`config.mk`:
```
export PLATFORM = sky130hd
export DESIGN_NAME = io_base_and_buffer_map
export DESIGN_NICKNAME = d
export VERILOG_FILES = /design/src/rtl/iobase_pkg.sv /design/src/rtl/io_base_and_buffer_map.sv /design/src/rtl/base_decode.sv
export SDC_FILE = /design/constraint.sdc
export NUM_CORES = 1
export LEC_CHECK = 0
export ABC_AREA = 0
export ABC_CLOCK_PERIOD_IN_PS = 7550
export BUFFER_PORTS_ARGS = -buffer_cell sky130_fd_sc_hd__buf_2
export CAP_MARGIN = 10
export CORE_MARGIN = 3
export CORE_UTILIZATION = 55
export CTS_CLUSTER_DIAMETER = 80
export CTS_CLUSTER_SIZE = 8
export DETAILED_ROUTE_END_ITERATION = 8
export PLACE_DENSITY_LB_ADDON = 0.2
export SLEW_MARGIN = 30
export SYNTH_ARGS = -nofsm -noshare
export SYNTH_HDL_FRONTEND = slang
export SYNTH_HIERARCHICAL = 1
export SYNTH_SLANG_ARGS = --single-unit
```
`constraint.sdc`:
```
create_clock -name clk -period 7.55 [get_ports clk]
set_input_delay 1.1325 -clock clk [delete_from_list [all_inputs] [get_ports clk]]
set_output_delay 1.1325 -clock clk [all_outputs]
set_load 0.03 [all_outputs]
```
`src/rtl/iobase_pkg.sv`:
```
// Constants for the I/O base decoder and buffer map
package iobase_pkg;
    localparam logic [9:0] BASE_300 = 10'h300;
    localparam logic [9:0] BASE_240 = 10'h240;
    localparam logic [9:0] BASE_280 = 10'h280;
    localparam logic [9:0] BASE_2C0 = 10'h2c0;
    localparam logic [9:0] BASE_320 = 10'h320;
    localparam logic [9:0] BASE_340 = 10'h340;
    localparam logic [9:0] BASE_360 = 10'h360;
    localparam logic [9:0] BASE_380 = 10'h380;
    localparam logic [9:0] BASE_3A0 = 10'h3a0;
    localparam logic [9:0] BASE_3C0 = 10'h3c0;
    localparam logic [9:0] BASE_3E0 = 10'h3e0;
    localparam logic [9:0] BASE_200 = 10'h200;
    localparam logic [9:0] BASE_220 = 10'h220;
    localparam logic [9:0] BASE_2A0 = 10'h2a0;
    localparam logic [9:0] BASE_2E0 = 10'h2e0;
    localparam logic [2:0] CODE_BAD = 3'h1;
    localparam logic [4:0] IO_WINDOW_BITS = 5'h05;
    localparam logic [4:0] ID_FIRST = 5'h08;
    localparam logic [4:0] ID_LAST = 5'h0f;
    localparam logic [2:0] ID_DEPTH = 3'h7;
    localparam logic [15:0] COMPAT_MASK = 16'h3fff;
    localparam logic [1:0] SIZE_8K = 2'h0;
    localparam logic [1:0] SIZE_16K = 2'h1;
    localparam logic [1:0] SIZE_32K = 2'h2;
    localparam logic [1:0] SIZE_64K = 2'h3;
    localparam logic RST_HIDDEN = 1'b0;
    localparam logic RST_DETECT = 1'b0;
endpackage

```
`src/rtl/io_base_and_buffer_map.sv`:
```
// I/O base decode, identity bytes and buffer SRAM mapping
`timescale 1ns/1ns
`default_nettype none
module io_base_and_buffer_map (
    // Clock and reset
    input  wire logic        clk,
    input  wire logic        rstn,
    // Configuration bits
    input  wire logic [2:0]  io_base_code,
    input  wire logic        compat_mode,
    input  wire logic        memory_width_sel,
    input  wire logic        enhanced_mode,
    input  wire logic        bus_clock_source_sel,
    input  wire logic        cfg_from_eeprom,
    // Hidden register writes
    input  wire logic        hidden_wr,
    input  wire logic        hidden_cfg_enable_in,
    input  wire logic        base_extension_enable_in,
    input  wire logic        page_in,
    // Pins from outside
    input  wire logic        slot_width_input,
    input  wire logic        sleep_request,
    input  wire logic        bus_clock_pin,
    // Host I/O cycle
    input  wire logic [9:0]  host_io_addr,
    input  wire logic        host_io_rd,
    output logic             io_hit,
    output logic             id_rd_hit,
    output logic [7:0]       id_rd_data,
    // Identity storage fill and write back
    input  wire logic        id_wr,
    input  wire logic [2:0]  id_wr_idx,
    input  wire logic [7:0]  id_wr_data,
    input  wire logic        id_store_start,
    input  wire logic        eeprom_ack,
    output logic             eeprom_sel,
    output logic [2:0]       eeprom_idx,
    output logic [7:0]       eeprom_wdata,
    output logic             eeprom_busy,
    output logic             skip_cfg_load,
    // Host memory cycle
    input  wire logic [15:0] host_mem_addr,
    input  wire logic        host_mem_req,
    input  wire logic        host_word_req,
    // Buffer SRAM side
    output logic [15:0]      buf_addr,
    output logic             buf_addr_bit15,
    output logic             buf_addr_bit14,
    output logic             buf_addr_bit13,
    output logic             ram_select_low_lane_n,
    output logic             ram_select_high_lane_n,
    output logic             host_word_ok,
    output logic             local_word_ok,
    output logic [1:0]       buffer_size,
    // Status
    output logic             slot_width_detect,
    output logic             hidden_cfg_enable,
    output logic             base_extension_enable,
    output logic             page,
    output logic             low_power,
    output logic             dma_clk_tick
);
    typedef enum logic [1:0] {ST_IDLE, ST_SEND, ST_WAIT} store_e;

    function automatic logic [1:0] size_of(input logic w, input logic c);
        size_of = {c, w};
    endfunction

    logic [1:0] slot_sync_q;
    logic [1:0] sleep_sync_q;
    logic [1:0] bclk_sync_q;
    logic       bclk_prev_q;
    logic       rst_seen_q;
    logic       detect_q;
    logic       hid_en_q, iobe_q, page_q;
    logic [7:0] id_mem [0:7];
    store_e     st_q;
    logic [2:0] idx_q;
    logic [7:0] wdata_q;
    logic [9:0] io_base;
    logic       base_valid;

    base_decode u_dec (
        .io_base_code          (io_base_code),
        .hidden_cfg_enable     (hid_en_q),
        .base_extension_enable (iobe_q),
        .page                  (page_q),
        .io_base               (io_base),
        .base_valid            (base_valid)
    );

    // Pins pass two flops first
    always_ff @(posedge clk) begin
        slot_sync_q  <= {slot_sync_q[0], slot_width_input};
        sleep_sync_q <= {sleep_sync_q[0], sleep_request};
        bclk_sync_q  <= {bclk_sync_q[0], bus_clock_pin};
    end

    // Detect is caught on the first clock after reset release, not under reset
    always_ff @(posedge clk) begin
        if (!rstn) begin
            rst_seen_q <= 1'b1;
            detect_q   <= iobase_pkg::RST_DETECT;
        end else begin
            rst_seen_q <= 1'b0;
            if (rst_seen_q)
                detect_q <= slot_sync_q[1];
        end
    end

    always_ff @(posedge clk) begin
        if (!rstn) begin
            hid_en_q <= iobase_pkg::RST_HIDDEN;
            iobe_q   <= iobase_pkg::RST_HIDDEN;
            page_q   <= iobase_pkg::RST_HIDDEN;
        end else if (hidden_wr) begin
            hid_en_q <= hidden_cfg_enable_in;
            iobe_q   <= base_extension_enable_in;
            page_q   <= page_in;
        end
    end

    // I/O decode; base is 32-byte aligned
    wire [9:0] io_off   = host_io_addr - io_base;
    wire       in_win   = (io_off[9:5] == 5'h00) && base_valid;
    wire       id_range = (io_off[4:0] >= iobase_pkg::ID_FIRST)
                          && (io_off[4:0] <= iobase_pkg::ID_LAST);
    // Identity reads are refused while the write-back walks the storage
    wire       eeprom_idle = (st_q == ST_IDLE);
    wire       id_sel   = in_win && id_range && compat_mode && eeprom_idle;
    assign io_hit    = in_win;
    assign id_rd_hit = id_sel && host_io_rd;

    always_ff @(posedge clk) begin
        if (!rstn)
            id_rd_data <= 8'h00;
        else if (id_sel && host_io_rd)
            id_rd_data <= id_mem[io_off[2:0]];
    end

    // Identity storage, filled from EEPROM at reset by the loader
    always_ff @(posedge clk) begin
        if (id_wr)
            id_mem[id_wr_idx] <= id_wr_data;
    end
    assign skip_cfg_load = ~cfg_from_eeprom;

    // Write-back sequencer walks all eight bytes
    always_ff @(posedge clk) begin
        if (!rstn) begin
            st_q    <= ST_IDLE;
            idx_q   <= 3'h0;
            wdata_q <= 8'h00;
        end else begin
            case (st_q)
                ST_IDLE: begin
                    if (id_store_start && enhanced_mode) begin
                        st_q  <= ST_SEND;
                        idx_q <= 3'h0;
                    end
                end
                ST_SEND: begin
                    wdata_q <= id_mem[idx_q];
                    st_q    <= ST_WAIT;
                end
                ST_WAIT: begin
                    if (eeprom_ack) begin
                        if (idx_q == iobase_pkg::ID_DEPTH) begin
                            st_q <= ST_IDLE;
                        end else begin
                            idx_q <= idx_q + 3'h1;
                            st_q  <= ST_SEND;
                        end
                    end
                end
                default: st_q <= ST_IDLE;
            endcase
        end
    end
    assign eeprom_sel   = (st_q == ST_WAIT);
    assign eeprom_busy  = ~eeprom_idle;
    assign eeprom_idx   = idx_q;
    assign eeprom_wdata = wdata_q;

    // Buffer mapping; host cycles go straight to SRAM with no handshake
    wire [1:0]  size_w  = size_of(memory_width_sel, compat_mode);
    wire [15:0] eff_a   = compat_mode ? host_mem_addr
                          : host_mem_addr;
    wire [15:0] mir_a   = (compat_mode && !memory_width_sel) ?
                          (eff_a & iobase_pkg::COMPAT_MASK) : eff_a;
    logic [15:0] addr_q;
    logic        req_q;
    always_ff @(posedge clk) begin
        if (!rstn) begin
            addr_q <= 16'h0000;
            req_q  <= 1'b0;
        end else begin
            req_q <= host_mem_req;
            if (host_mem_req)
                addr_q <= mir_a;
        end
    end
    assign buf_addr = addr_q;

    logic b15, b14, b13;
    always_comb begin
        b15 = 1'b0;
        b14 = 1'b1;
        b13 = addr_q[0];
        case (size_w)
            iobase_pkg::SIZE_8K: begin
                b15 = 1'b0; b14 = 1'b1; b13 = addr_q[0];
            end
            iobase_pkg::SIZE_16K: begin
                b15 = 1'b0; b14 = 1'b1; b13 = addr_q[13];
            end
            iobase_pkg::SIZE_32K: begin
                b15 = addr_q[0]; b14 = addr_q[14]; b13 = addr_q[13];
            end
            default: begin
                b15 = addr_q[15]; b14 = addr_q[14]; b13 = addr_q[13];
            end
        endcase
    end
    assign buf_addr_bit15 = b15;
    assign buf_addr_bit14 = b14;
    assign buf_addr_bit13 = b13;

    // Lane selects: split only on a 16-bit wide memory
    logic word_q;
    always_ff @(posedge clk) begin
        if (!rstn)
            word_q <= 1'b0;
        else if (host_mem_req)
            word_q <= host_word_req && host_word_ok;
    end
    wire split = memory_width_sel;
    assign ram_select_low_lane_n  = ~(req_q && (!split || word_q || !addr_q[0]));
    assign ram_select_high_lane_n = ~(req_q && split && (word_q || addr_q[0]));

    assign local_word_ok = memory_width_sel;
    assign host_word_ok  = memory_width_sel & detect_q;
    assign buffer_size   = size_w;

    // Bus clock only counts when selected; board grounds it otherwise
    // No reset: a pin already high at reset must not read as a fresh edge
    always_ff @(posedge clk) begin
        bclk_prev_q <= bclk_sync_q[1];
    end
    assign dma_clk_tick = bus_clock_source_sel & bclk_sync_q[1] & ~bclk_prev_q;

    assign low_power             = sleep_sync_q[1];
    assign slot_width_detect     = detect_q;
    assign hidden_cfg_enable     = hid_en_q;
    assign base_extension_enable = iobe_q;
    assign page                  = page_q;

    a_hidden_reset: assert property (@(posedge clk) !rstn |=> !hid_en_q && !iobe_q && !page_q)
        else $error("hidden bits not cleared");
    a_detect_hold: assert property (@(posedge clk) disable iff (!rstn)
        !rst_seen_q |=> $stable(detect_q)) else $error("detect changed");
    a_bad_code: assert property (@(posedge clk)
        (io_base_code == iobase_pkg::CODE_BAD && !(hid_en_q && iobe_q && page_q)) |-> !io_hit)
        else $error("bad code hit");
    a_host_word: assert property (@(posedge clk) host_word_ok |-> memory_width_sel && detect_q)
        else $error("host word wrong");
    a_size_8k: assert property (@(posedge clk) size_w == iobase_pkg::SIZE_8K |->
        !buf_addr_bit15 && buf_addr_bit14 && buf_addr_bit13 == addr_q[0])
        else $error("8k map wrong");
    a_lane_narrow: assert property (@(posedge clk) !memory_width_sel |-> ram_select_high_lane_n)
        else $error("high lane used");
    a_store_walk: assert property (@(posedge clk) disable iff (!rstn)
        st_q == ST_IDLE && id_store_start && !enhanced_mode |=> st_q == ST_IDLE)
        else $error("store without enhanced");
    a_eeprom_sel: assert property (@(posedge clk) disable iff (!rstn)
        st_q == ST_SEND |=> eeprom_sel) else $error("eeprom select late");
endmodule // io_base_and_buffer_map
`default_nettype wire

```
`src/rtl/base_decode.sv`:
```
// Host I/O base lookup from six configuration bits
`timescale 1ns/1ns
`default_nettype none
module base_decode (
    // Configuration
    input  wire logic [2:0] io_base_code,
    input  wire logic       hidden_cfg_enable,
    input  wire logic       base_extension_enable,
    input  wire logic       page,
    // Result
    output logic      [9:0] io_base,
    output logic            base_valid
);
    wire use_page = hidden_cfg_enable & base_extension_enable & page;
    always_comb begin
        base_valid = 1'b1;
        io_base    = iobase_pkg::BASE_300;
        if (use_page) begin
            case (io_base_code)
                3'h0: io_base = iobase_pkg::BASE_380;
                3'h1: io_base = iobase_pkg::BASE_3A0;
                3'h2: io_base = iobase_pkg::BASE_3C0;
                3'h3: io_base = iobase_pkg::BASE_3E0;
                3'h4: io_base = iobase_pkg::BASE_200;
                3'h5: io_base = iobase_pkg::BASE_220;
                3'h6: io_base = iobase_pkg::BASE_2A0;
                default: io_base = iobase_pkg::BASE_2E0;
            endcase
        end else begin
            case (io_base_code)
                3'h0: io_base = iobase_pkg::BASE_300;
                3'h2: io_base = iobase_pkg::BASE_240;
                3'h3: io_base = iobase_pkg::BASE_280;
                3'h4: io_base = iobase_pkg::BASE_2C0;
                3'h5: io_base = iobase_pkg::BASE_320;
                3'h6: io_base = iobase_pkg::BASE_340;
                3'h7: io_base = iobase_pkg::BASE_360;
                default: base_valid = 1'b0;
            endcase
        end
    end
endmodule // base_decode
`default_nettype wire

```
==> metrics, run 1 <==
gpl congestion=roughly 0.77; via count=3784; CP Data Arrival Time=between 3000 and 4000 ps; antenna-violating nets left=0; area of the mapped netlist=roughly 0.0055 mm^2; Cell Pwr Density=around 240 mW/mm^2; Post-synth EDFFs=64; drt initial violations=~210; CTS tree=built; HP Class=reg -> reg; IO Pins=115; Die W=about 110 um; Primary FF master, synth=edfxtp_1; final instance area=~0.0067 mm^2; Critical R2R Launch=page; die height=106 um; vias in the first global route=roughly 3800; Worst Hold End=bclk_sync_q[1]; leakage=~2.7 nW; Setup crit end kind=output port; Final min period=4680 ps; ratio of cells with drive above 1 in the final layout=~38%; initial antenna violation count=0; worst hold path startpoint=bclk_sync_q[0]; first-pass GRT wire length=approximately 19 mm; CP Data Required Time=between 6000 and 7000 ps; Clock Latency Late Sink=510 ps; critical path class=in -> out; grt total ovfl=0; Setup TNS=0 ps; Root Buffer=clkbuf_8; Pre-Repair DR Iteration Count=4; largest net degree at the start of global routing=36; CP Launch Type=input pin; drt total wl=~12 mm; # clock sinks=115; Reg clk slew, reported paths=approximately 60 ps; Port Buffers=114; post-DR vias/cell=between 5 and 6; Placed Area=between 0.006 and 0.007 mm^2; Fmax achieved=roughly 210 MHz; crit-path max FO=7; worst reg-to-reg setup slack=4710 ps; R2R Path End=id_rd_data[5]; r2r worst-path depth=11; Worst Hold Depth=0; FF+latch count, synth=~120; max-cap check violation count=0; TritonCTS Buffers=17; # hold bufs at CTS=0; starting density of the core=between 50% and 60%; Wirelength per Cell=roughly 18 um; Clock Tree Buf Depth=2; # diodes=0; total global-route track usage=around 22%; RSZ-0062 raised after global routing=false; Hold Vio Cnt, Final=0; synth unique cells=51; register area share after synthesis=a little over half; FP Rows=35; cts repair resizes=0; Post-Synthesis Cells=between 400 and 500; Syn-to-layout area delta=21.6%; Peak supply drop=around 0.00022 V; Remaining DRCs=0; Post-CTS Repair Setup Buffers=0; Final nets=612; fillers=~700; YS warnings=6; run status=finished clean; Least-Margin Pin Slew=about 900 ps; Post-synth ARST share=0%; full die area=0.0113 mm^2; Worst Clk Skew=7.02 ps; Syn Area/Cell=12.9 um^2; H-tree depth=4; Max Slew Vio Count=0; Final HPWL DP=8.32 mm; core area=around 0.0095 mm^2; Slew HR=38.2%; crit share post-route=62.0%; Final Setup Violations=0
area by class of cell:
class | count | area (um^2) | share of cell area, %
repair buffers | 117 | 593 | 8.86
clock inverters | 15 | 136 | 2.04
well taps | 129 | 161 | 2.41
multi-input cells | 274 | 2390 | 35.7
inverters | 15 | 56.3 | 0.841
clock buffers | 17 | 414 | 6.18
flip-flops and latches | 115 | 2940 | 44.0
cells by family (layout without fill, tap and decap cells):
family          Yosys count  after routing  synth area share [%]
simple gates            125            125                  11.0
other cells               2              6                 0.136
flops                   115            115                  53.4
compound gates           48             48                  6.47
buf+inv                  43            164                  3.68
fa+ha+maj                12             12                  2.86
mux                      78             78                  21.6
xor+xnor                  5              5                 0.795
registers in the layout, indices dropped and copies added, names as in the netlist, 2 cells and up:
| register | cells |
|---|---|
| id_rd_data | 8 |
| id_mem | 64 |
| st_q | 2 |
| buf_addr | 16 |
| sleep_sync_q | 2 |
| bclk_sync_q | 2 |
| slot_sync_q | 2 |
| eeprom_wdata | 8 |
| eeprom_idx | 3 |
cells in the mapped netlist, drive strengths merged (4+ instances only):
cell	count	area [um^2]
edfxtp	64	1920
dfxtp	51	1020
nor2	50	193
mux2i	37	370
mux4	32	721
nand2	30	113
buf	20	116
inv	14	52.6
a21oi	13	72.6
nand2b	12	75.1
ha	11	138
nand3	10	50.1
a211oi	9	67.6
mux2	9	101
clkbuf	8	30.0
o21ai	6	30.0
o211ai	5	42.5
a21o	4	30.0
and2	4	25.0
cells in the final DEF (no fill, tap or decap), types with 9 or more instances in the layout:
| cell | n |
|---|---|
| dfxtp_1 | 50 |
| inv_1 | 14 |
| clkbuf_16 | 16 |
| mux4_2 | 32 |
| a21oi_1 | 11 |
| buf_2 | 114 |
| nand2b_1 | 12 |
| nand3_1 | 10 |
| ha_1 | 10 |
| a211oi_1 | 9 |
| edfxtp_1 | 64 |
| nor2_1 | 48 |
| mux2i_1 | 37 |
| mux2_2 | 9 |
| nand2_1 | 30 |
worst max path at each step:
| stage | to | cells after the start | startpoint | slack, ps |
|---|---|---|---|---|
| 2_1_floorplan | id_rd_hit | 11 | io_base_code[0] | 3010 |
| 3_3_place_gp | id_rd_hit | 13 | io_base_code[2] | 2940 |
| 3_5_place_dp | id_rd_hit | 13 | io_base_code[2] | 2890 |
| 4_1_cts | id_rd_hit | 13 | io_base_code[2] | 2870 |
| 5_1_grt | id_rd_hit | 13 | io_base_code[2] | 2710 |
| 6_report | id_rd_hit | 13 | io_base_code[0] | 2870 |
per-stage QoR:
stage	std cells	hold slack (ps)	util [%]	setup WS [ps]	total power (W)
6_report	682	326	70.5	2870	0.00164
5_1_grt	682	347	70.5	2710	0.00171
4_1_cts	682	326	70.4	2870	0.00165
3_5_place_dp	650	314	64.6	2890	0.000929
3_3_place_gp	650	310	64.5	2940	0.000923
2_1_floorplan	432	310	-	3010	0.000866
report_power, final:
| group | switching [W] | internal [W] | leakage [nW] |
|---|---|---|---|
| registers | 0.0000133 | 0.000686 | 1.00 |
| logic | 0.000126 | 0.0000935 | 1.48 |
| clock network | 0.000285 | 0.000437 | 0.256 |
worst max-delay path, stage by stage:
cell and delay (ps):
buf_2 120, and2b_1 250, nand3b_1 100, o211ai_1 80, inv_1 60, ha_1 390, a21oi_2 80, xnor2_1 140
or4_4 420, a21boi_2 220, and4_2 250, and2_1 120, buf_2 190
per-layer routing:
layer / track usage, % / vias up / share of wire (%)
met2: 38.0 / 124 / 50
met3: 6.07 / 12 / 5.9
met1: 28.4 / 1842 / 43
met5: 0 / - / 0
met4: 5.64 / 0 / 0.94
li1: - / 1806 / -
No activity file was read; power rests on OpenSTA's default activity.
==> inputs of run 2 (changes only) <==
Settings changed: ABC_AREA 0 to 1, ABC_CLOCK_PERIOD_IN_PS 7550 to 4920.
Clock period 7.55 ns to 4.92 ns, I/O delays scaled along.
==> run 2 against run 1 <==
Net effect: final area up 1.8%; clock skew is essentially flat; utilization decreased by 1.7 points; setup slack got worse by 1600 ps; combinational power is 73% higher; critical path type is now reg -> out; sequential power grew 53%; synthesized cell count grew 60%; count of clock-buffer cells in the layout rose by 4; first-iteration DRC count is 92% higher; highest routed layer unchanged; routed wire length rose by 17%; total power increased by 57%.
==> metrics, run 2 <==
run status=finished clean (unchanged); YS warnings=6 (unchanged); Fmax achieved=approximately 280 MHz; IO Pins=115 (unchanged); FF+latch count, synth=115 (unchanged); critical path class=reg -> out (was in -> out); Reg clk slew, reported paths=60 ps (about the same); crit-path max FO=16 (was 7); Post-synth ARST share=0% (unchanged); Primary FF master, synth=edfxtp_1 (unchanged); Post-synth EDFFs=64 (unchanged); Final nets=858 (was 612); Final HPWL DP=9.44 mm (was 8.32 mm); most frequent cells in the layout=114 x buf_2, 107 x nor2_1, 96 x nand2_1 (was 114 x buf_2, 64 x edfxtp_1, 50 x dfxtp_1); Hold Vio Cnt, Final=0 (unchanged); Largest Register=id_mem (unchanged); CP Data Required Time=4180 ps (was 6420 ps); largest net degree at the start of global routing=52 (was 36); Setup TNS=0 ps (unchanged); TritonCTS Buffers=17 (unchanged); Final Setup Violations=0 (unchanged); synth unique cells=38 (was 51); H-tree depth=4 (unchanged); Peak supply drop=0.000257 V (was 0.000222 V); cell taking the most area after synthesis=edfxtp_1 (unchanged); Cell Pwr Density=377 mW/mm^2 (was 245 mW/mm^2); Power Total=0.00257 W (was 0.00164 W); Syn Area/Cell=8.27 um^2 (was 12.9 um^2); antenna-violating nets left=0 (unchanged); Setup crit end kind=output port (unchanged); # clock sinks=115 (unchanged); Pre-Repair DR Iteration Count=6 (was 4); fin util=68.8% (was 70.5%); sequential standard cell area=0.00294 mm^2 (unchanged); Root Buffer=clkbuf_8 (unchanged); drt total wl=14.1 mm (was 12.1 mm); gpl congestion=0.844 (was 0.771); Post-Synthesis Cells=685 (was 428); crit share post-route=between 70 and 80%; initial antenna violation count=0 (unchanged); max FFs per register=64 (unchanged); core area=0.00991 mm^2 (was 0.00950 mm^2); ratio of cells with drive above 1 in the final layout=21.5% (was 37.6%); # hold bufs at CTS=0 (unchanged); via count=4983 (was 3784); first-pass GRT wire length=22.1 mm (was 19.1 mm); vias in the first global route=4636 (was 3756); Syn-to-layout area delta=20.3% (was 21.6%); drt initial violations=408 (was 213); Max Slew Vio Count=0 (unchanged); area share of the largest cell type after synthesis=33.9% (was 34.9%); total global-route track usage=24.7% (was 22.3%); # diodes=0 (unchanged); most common cell after layout, fill and taps aside=buf_2 (unchanged); full die area=0.0116 mm^2 (was 0.0113 mm^2); Wirelength per Cell=15.1 um (was 17.7 um); post-DR vias/cell=5.35 (was 5.55); Clock Latency Late Sink=510 ps (about the same); fillers=779 (was 696); cts repair resizes=0 (unchanged); cell with the most instances after synthesis=nor2_1 (was edfxtp_1); slowest stage delay, CP=380 ps (was 420 ps); Post-CTS Repair Setup Buffers=0 (unchanged); area of the mapped netlist=0.00567 mm^2 (was 0.00551 mm^2); area of the multi-input gates=0.00223 mm^2 (was 0.00239 mm^2); HP Class=reg -> reg (unchanged); CP Launch Type=flip-flop (was input pin); Least-Margin Pin Slew=1020 ps (was 923 ps); slowest CP cell=dfxtp_1 (was or4_4); Die W=107 um (was 106 um); grt total ovfl=0 (unchanged); CTS tree=built (unchanged); critical path cell sequence=nand3_2, inv_1, o21ai_0, nand2_1, inv_1, ha_1, nand2_1, inv_1, a21oi_1, nand2_1, a21oi_2, nand2_1, nor2_4, nand3_4, inv_1, buf_2 (was buf_2, and2b_1, nand3b_1, o211ai_1, inv_1, ha_1, a21oi_2, xnor2_1, or4_4, a21boi_2, and4_2, and2_1, buf_2); Worst Clk Skew=6.66 ps (was 7.02 ps); FP Rows=36 (was 35); CP Data Arrival Time=2900 ps (was 3550 ps); Remaining DRCs=0 (unchanged); Slew HR=31.7% (was 38.2%); Port Buffers=114 (unchanged); Clock Tree Buf Depth=2 (unchanged); leakage=3.13 nW (was 2.74 nW); max-cap check violation count=0 (unchanged); starting density of the core=57.2% (was 58.0%); Synth top cells by count=110 x nor2_1, 96 x nand2_1, 93 x o21ai_0, 82 x inv_1, 64 x edfxtp_1 (was 64 x edfxtp_1, 51 x dfxtp_1, 48 x nor2_1, 37 x mux2i_1, 32 x mux4_2); ranking of synthesized cells by area=edfxtp_1 34%, dfxtp_1 18%, o21ai_0 8.2% (was edfxtp_1 35%, dfxtp_1 19%, mux4_2 13%); register area share after synthesis=51.9% (was 53.4%); RSZ-0062 raised after global routing=false (unchanged); die height=107 um (was 106 um); Final min period=about 3600 ps
-- run 2: cell types whose count changed in the layout (fill, tap and decap cells not counted), moves of 8 or more --
| cell | delta |
|---|---|
| mux4_2 | -32 |
| a211oi_1 | -8 |
| mux2i_1 | -37 |
| o22ai_1 | +12 |
| nand2_1 | +66 |
| mux2_2 | -9 |
| o21ai_0 | +87 |
| nand2b_1 | -12 |
| nor2_1 | +59 |
| inv_1 | +68 |
| a21oi_1 | +34 |
-- run 2: per-stage QoR --
stage | instances | setup WS (ps) | hold slack, ps | instance area (um^2)
after floorplan | 689 | 1700 | 310 | 5680
after global placement | 900 | 1420 | 310 | 6240
after detailed placement | 900 | 1350 | 314 | 6250
after CTS | 932 | 1270 | 303 | 6810
after global routing | 932 | 1030 | 293 | 6820
final | 932 | 1290 | 322 | 6820
-- run 2: path summary, 6_finish.rpt --
kind / from / end / slack [ps] / cells past startpoint
min: slot_sync_q[0] / slot_sync_q[1] / 320 / 0
max: base_extension_enable / id_rd_hit / 1290 / 16
max reg2reg: base_extension_enable / id_rd_data[3] / 2470 / 17
min reg2reg: slot_sync_q[0] / slot_sync_q[1] / 320 / 0
-- run 2: logic make-up after synthesis --
group	count (synthesis)	synth area share (%)
AND/OR/NAND/NOR	241	17.6
flip-flops	115	51.9
other	2	0.133
buffers and inverters	128	9.28
XOR/XNOR	4	0.618
AO/OA/AOI/OAI	183	17.6
adder cells (fa/ha/maj)	12	2.78
-- run 2: cell type report --
class / count / area share [%]
Sequential cell: 115 / 43.2
Multi-Input combinational cell: 446 / 32.7
Timing Repair Buffer: 116 / 8.59
Clock buffer: 21 / 7.07
Inverter: 90 / 4.96
Tap cell: 133 / 2.44
Clock inverter: 11 / 1.10
-- run 2: power breakdown --
part	total, W	leakage [nW]	switching, W	internal [W]
Clock	0.00112	0.275	0.000426	0.000691
Sequential	0.00107	1.00	0.0000179	0.00106
Combinational	0.000378	1.86	0.000260	0.000119
Total	0.00257	3.13	0.000704	0.00186
-- run 2: worst max-delay path, delay by kind of cell, from the launching register on --
family / cells / cell delay (ps)
buffers and inverters: 5 / 490
flip-flops: 1 / 380
AND/OR/NAND/NOR: 7 / 790
adder cells (fa/ha/maj): 1 / 330
AO/OA/AOI/OAI: 3 / 390
-- run 2: routing by layer --
layer / track usage, % / routed length [um] / up-vias
met4: 10.0 / 272 / 0
met1: 30.6 / 5910 / 2254
li1: - / - / 2487
met3: 4.92 / 1030 / 32
met2: 42.4 / 6890 / 210
met5: 0 / 0 / -
==> inputs of run 3 (changes only) <==
Settings changed: ABC_CLOCK_PERIOD_IN_PS 4920 to 2930, CORE_UTILIZATION 55 to 50.
Clock period 4.92 ns to 2.93 ns, I/O delays scaled along.
==> run 3 against run 2 <==
Net effect: die area up 9.4%; critical path depth is 1 lower; clock power up 93%; cell count increased by 2.0%; sequential power is 68% higher; first-iteration DRC count grew 4.9%; critical path type unchanged; largest cell class unchanged; highest routed layer unchanged.
==> metrics, run 3 (synthesis results as in run 2) <==
initial antenna violation count=0 (unchanged); antenna-violating nets left=0 (unchanged); RSZ-0062 raised after global routing=true (was false); full die area=0.0126 mm^2 (was 0.0116 mm^2); Wirelength per Cell=15.1 um (about the same); run status=finished clean (unchanged); first-pass GRT wire length=21.8 mm (was 22.1 mm); gpl congestion=0.888 (was 0.844); leakage=3.22 nW (was 3.13 nW); post-DR vias/cell=5.36 (was 5.35); IO Pins=115 (unchanged); Worst Clk Skew=9.84 ps (was 6.66 ps); largest net degree at the start of global routing=51 (was 52); FP Rows=38 (was 36); Final nets=870 (was 858); die height=112 um (was 107 um); core area=0.0109 mm^2 (was 0.00991 mm^2); CTS tree=built (unchanged); CP Launch Type=flip-flop (unchanged); Cell Pwr Density=653 mW/mm^2 (was 377 mW/mm^2); crit-path max FO=7 (was 16); # diodes=0 (unchanged); Clock Power Share=46.4% (was 43.5%); crit share post-route=between 90% and 100%; Fmax achieved=347 MHz; TritonCTS Buffers=17 (unchanged); max-cap check violation count=0 (unchanged); Hold Vio Cnt, Final=0 (unchanged); Final min period=roughly 2900 ps; CP Data Arrival Time=2440 ps (was 2900 ps); Syn-to-layout area delta=25.5% (was 20.3%); drt initial violations=428 (was 408); Least-Margin Pin Slew=882 ps (was 1020 ps); Final Setup Violations=0 (unchanged); max FFs per register=64 (unchanged); Power Total=0.00465 W (was 0.00257 W); vias in the first global route=4573 (was 4636); # hold bufs at CTS=0 (unchanged); total global-route track usage=21.7% (was 24.7%); Die W=112 um (was 107 um); switch share=26.2% (was 27.4%); Pre-Repair DR Iteration Count=5 (was 6); internal power=0.00343 W (was 0.00186 W); starting density of the core=51.8% (was 57.2%); Setup crit end kind=output port (unchanged); Root Buffer=clkbuf_16 (was clkbuf_8); fin util=65.0% (was 68.8%); Clock Latency Late Sink=410 ps (was 510 ps); Reg clk slew, reported paths=60 ps (about the same); Max Slew Vio Count=0 (unchanged); critical path class=reg -> out (unchanged); fin cells=951 (was 932); Seq pwr share=38.8% (was 41.8%); fillers=877 (was 779); Slew HR=41.0% (was 31.7%); sw power=0.00122 W (was 0.000704 W); Final HPWL DP=9.79 mm (was 9.44 mm); # clock sinks=115 (unchanged); most common cell after layout, fill and taps aside=buf_2 (unchanged); combinational fraction of design power=14.8% (was 14.7%); placed cells=916 (was 900); ratio of cells with drive above 1 in the final layout=25.5% (was 21.5%); Clock Tree Buf Depth=2 (unchanged); drt total wl=14.3 mm (was 14.1 mm); HP Class=in -> reg (was reg -> reg); grt total ovfl=0 (unchanged); Peak supply drop=0.000403 V (was 0.000257 V); CP Data Required Time=2490 ps (was 4180 ps); most frequent cells in the layout=112 x buf_2, 106 x nor2_1, 92 x o21ai_0 (was 114 x buf_2, 107 x nor2_1, 96 x nand2_1); Remaining DRCs=0 (unchanged); H-tree depth=4 (unchanged); Largest Register=id_mem (unchanged); via count=5097 (was 4983); Port Buffers=114 (unchanged)
[run 3: worst paths after layout]
check	from	to	slack, ps	cells after the start
max	base_extension_enable	io_hit	50	15
min	sleep_request	sleep_sync_q[0]	130	1
min reg2reg	slot_sync_q[0]	slot_sync_q[1]	330	0
max reg2reg	base_extension_enable	id_rd_data[4]	620	17
[run 3: power groups by stage]
stage	registers [W]	clock network, W	logic [W]
after CTS	0.00180	0.00217	0.000653
after detailed placement	0.00183	0	0.000637
after global routing	0.00181	0.00224	0.000756
after global placement	0.00183	0	0.000620
after floorplan	0.00189	0	0.000381
final	0.00180	0.00216	0.000687
[run 3: layout make-up]
class	instances	area [um^2]	share of cell area [%]
flip-flops and latches	115	2950	41.5
multi-input cells	446	2330	32.7
repair buffers	128	688	9.68
clock buffers	17	425	5.98
inverters	90	338	4.75
clock inverters	15	205	2.89
well taps	140	175	2.46
[run 3: metrics by stage]
| step | area [um^2] | TNS, ps | hold WS [ps] | setup WS, ps |
|---|---|---|---|---|
| 4_1_cts | 7010 | 0 | 125 | 8.95 |
| 3_3_place_gp | 6320 | 0 | 310 | 199 |
| 5_1_grt | 7110 | -269 | 119 | -143 |
| 6_report | 7110 | 0 | 127 | 50.5 |
| 2_1_floorplan | 5680 | 0 | 310 | 115 |
| 3_5_place_dp | 6320 | 0 | 317 | 77.4 |
[run 3: what timing repair did]
item	4_1_cts	5_1_grt
hold endpoints to repair	0	0
pin swaps	1	15
endpoints found under the setup margin	2	2
buffers inserted	1	2
resized for setup	10	25
[run 3: critical path, stage by stage (launching register included)]
cell     delay [ps]
dfxtp_4         370
nand3_4         130
buf_4           160
nand3_1          70
nand2_1          50
inv_1            80
ha_4            210
nand2_2          70
inv_1            50
a21oi_2         190
buf_4           140
nand4_1          90
nand2_1          90
nand2_1          60
nor2_2          140
buf_6           150
[run 3: metal layers]
metal  part of all wire, %  GRT usage, %  up-vias
met5                     0             0        -
met4                   1.6          7.45        0
met3                   6.6          4.37       30
met2                    50          36.6      224
met1                    42          28.0     2335
li1                      -             -     2508
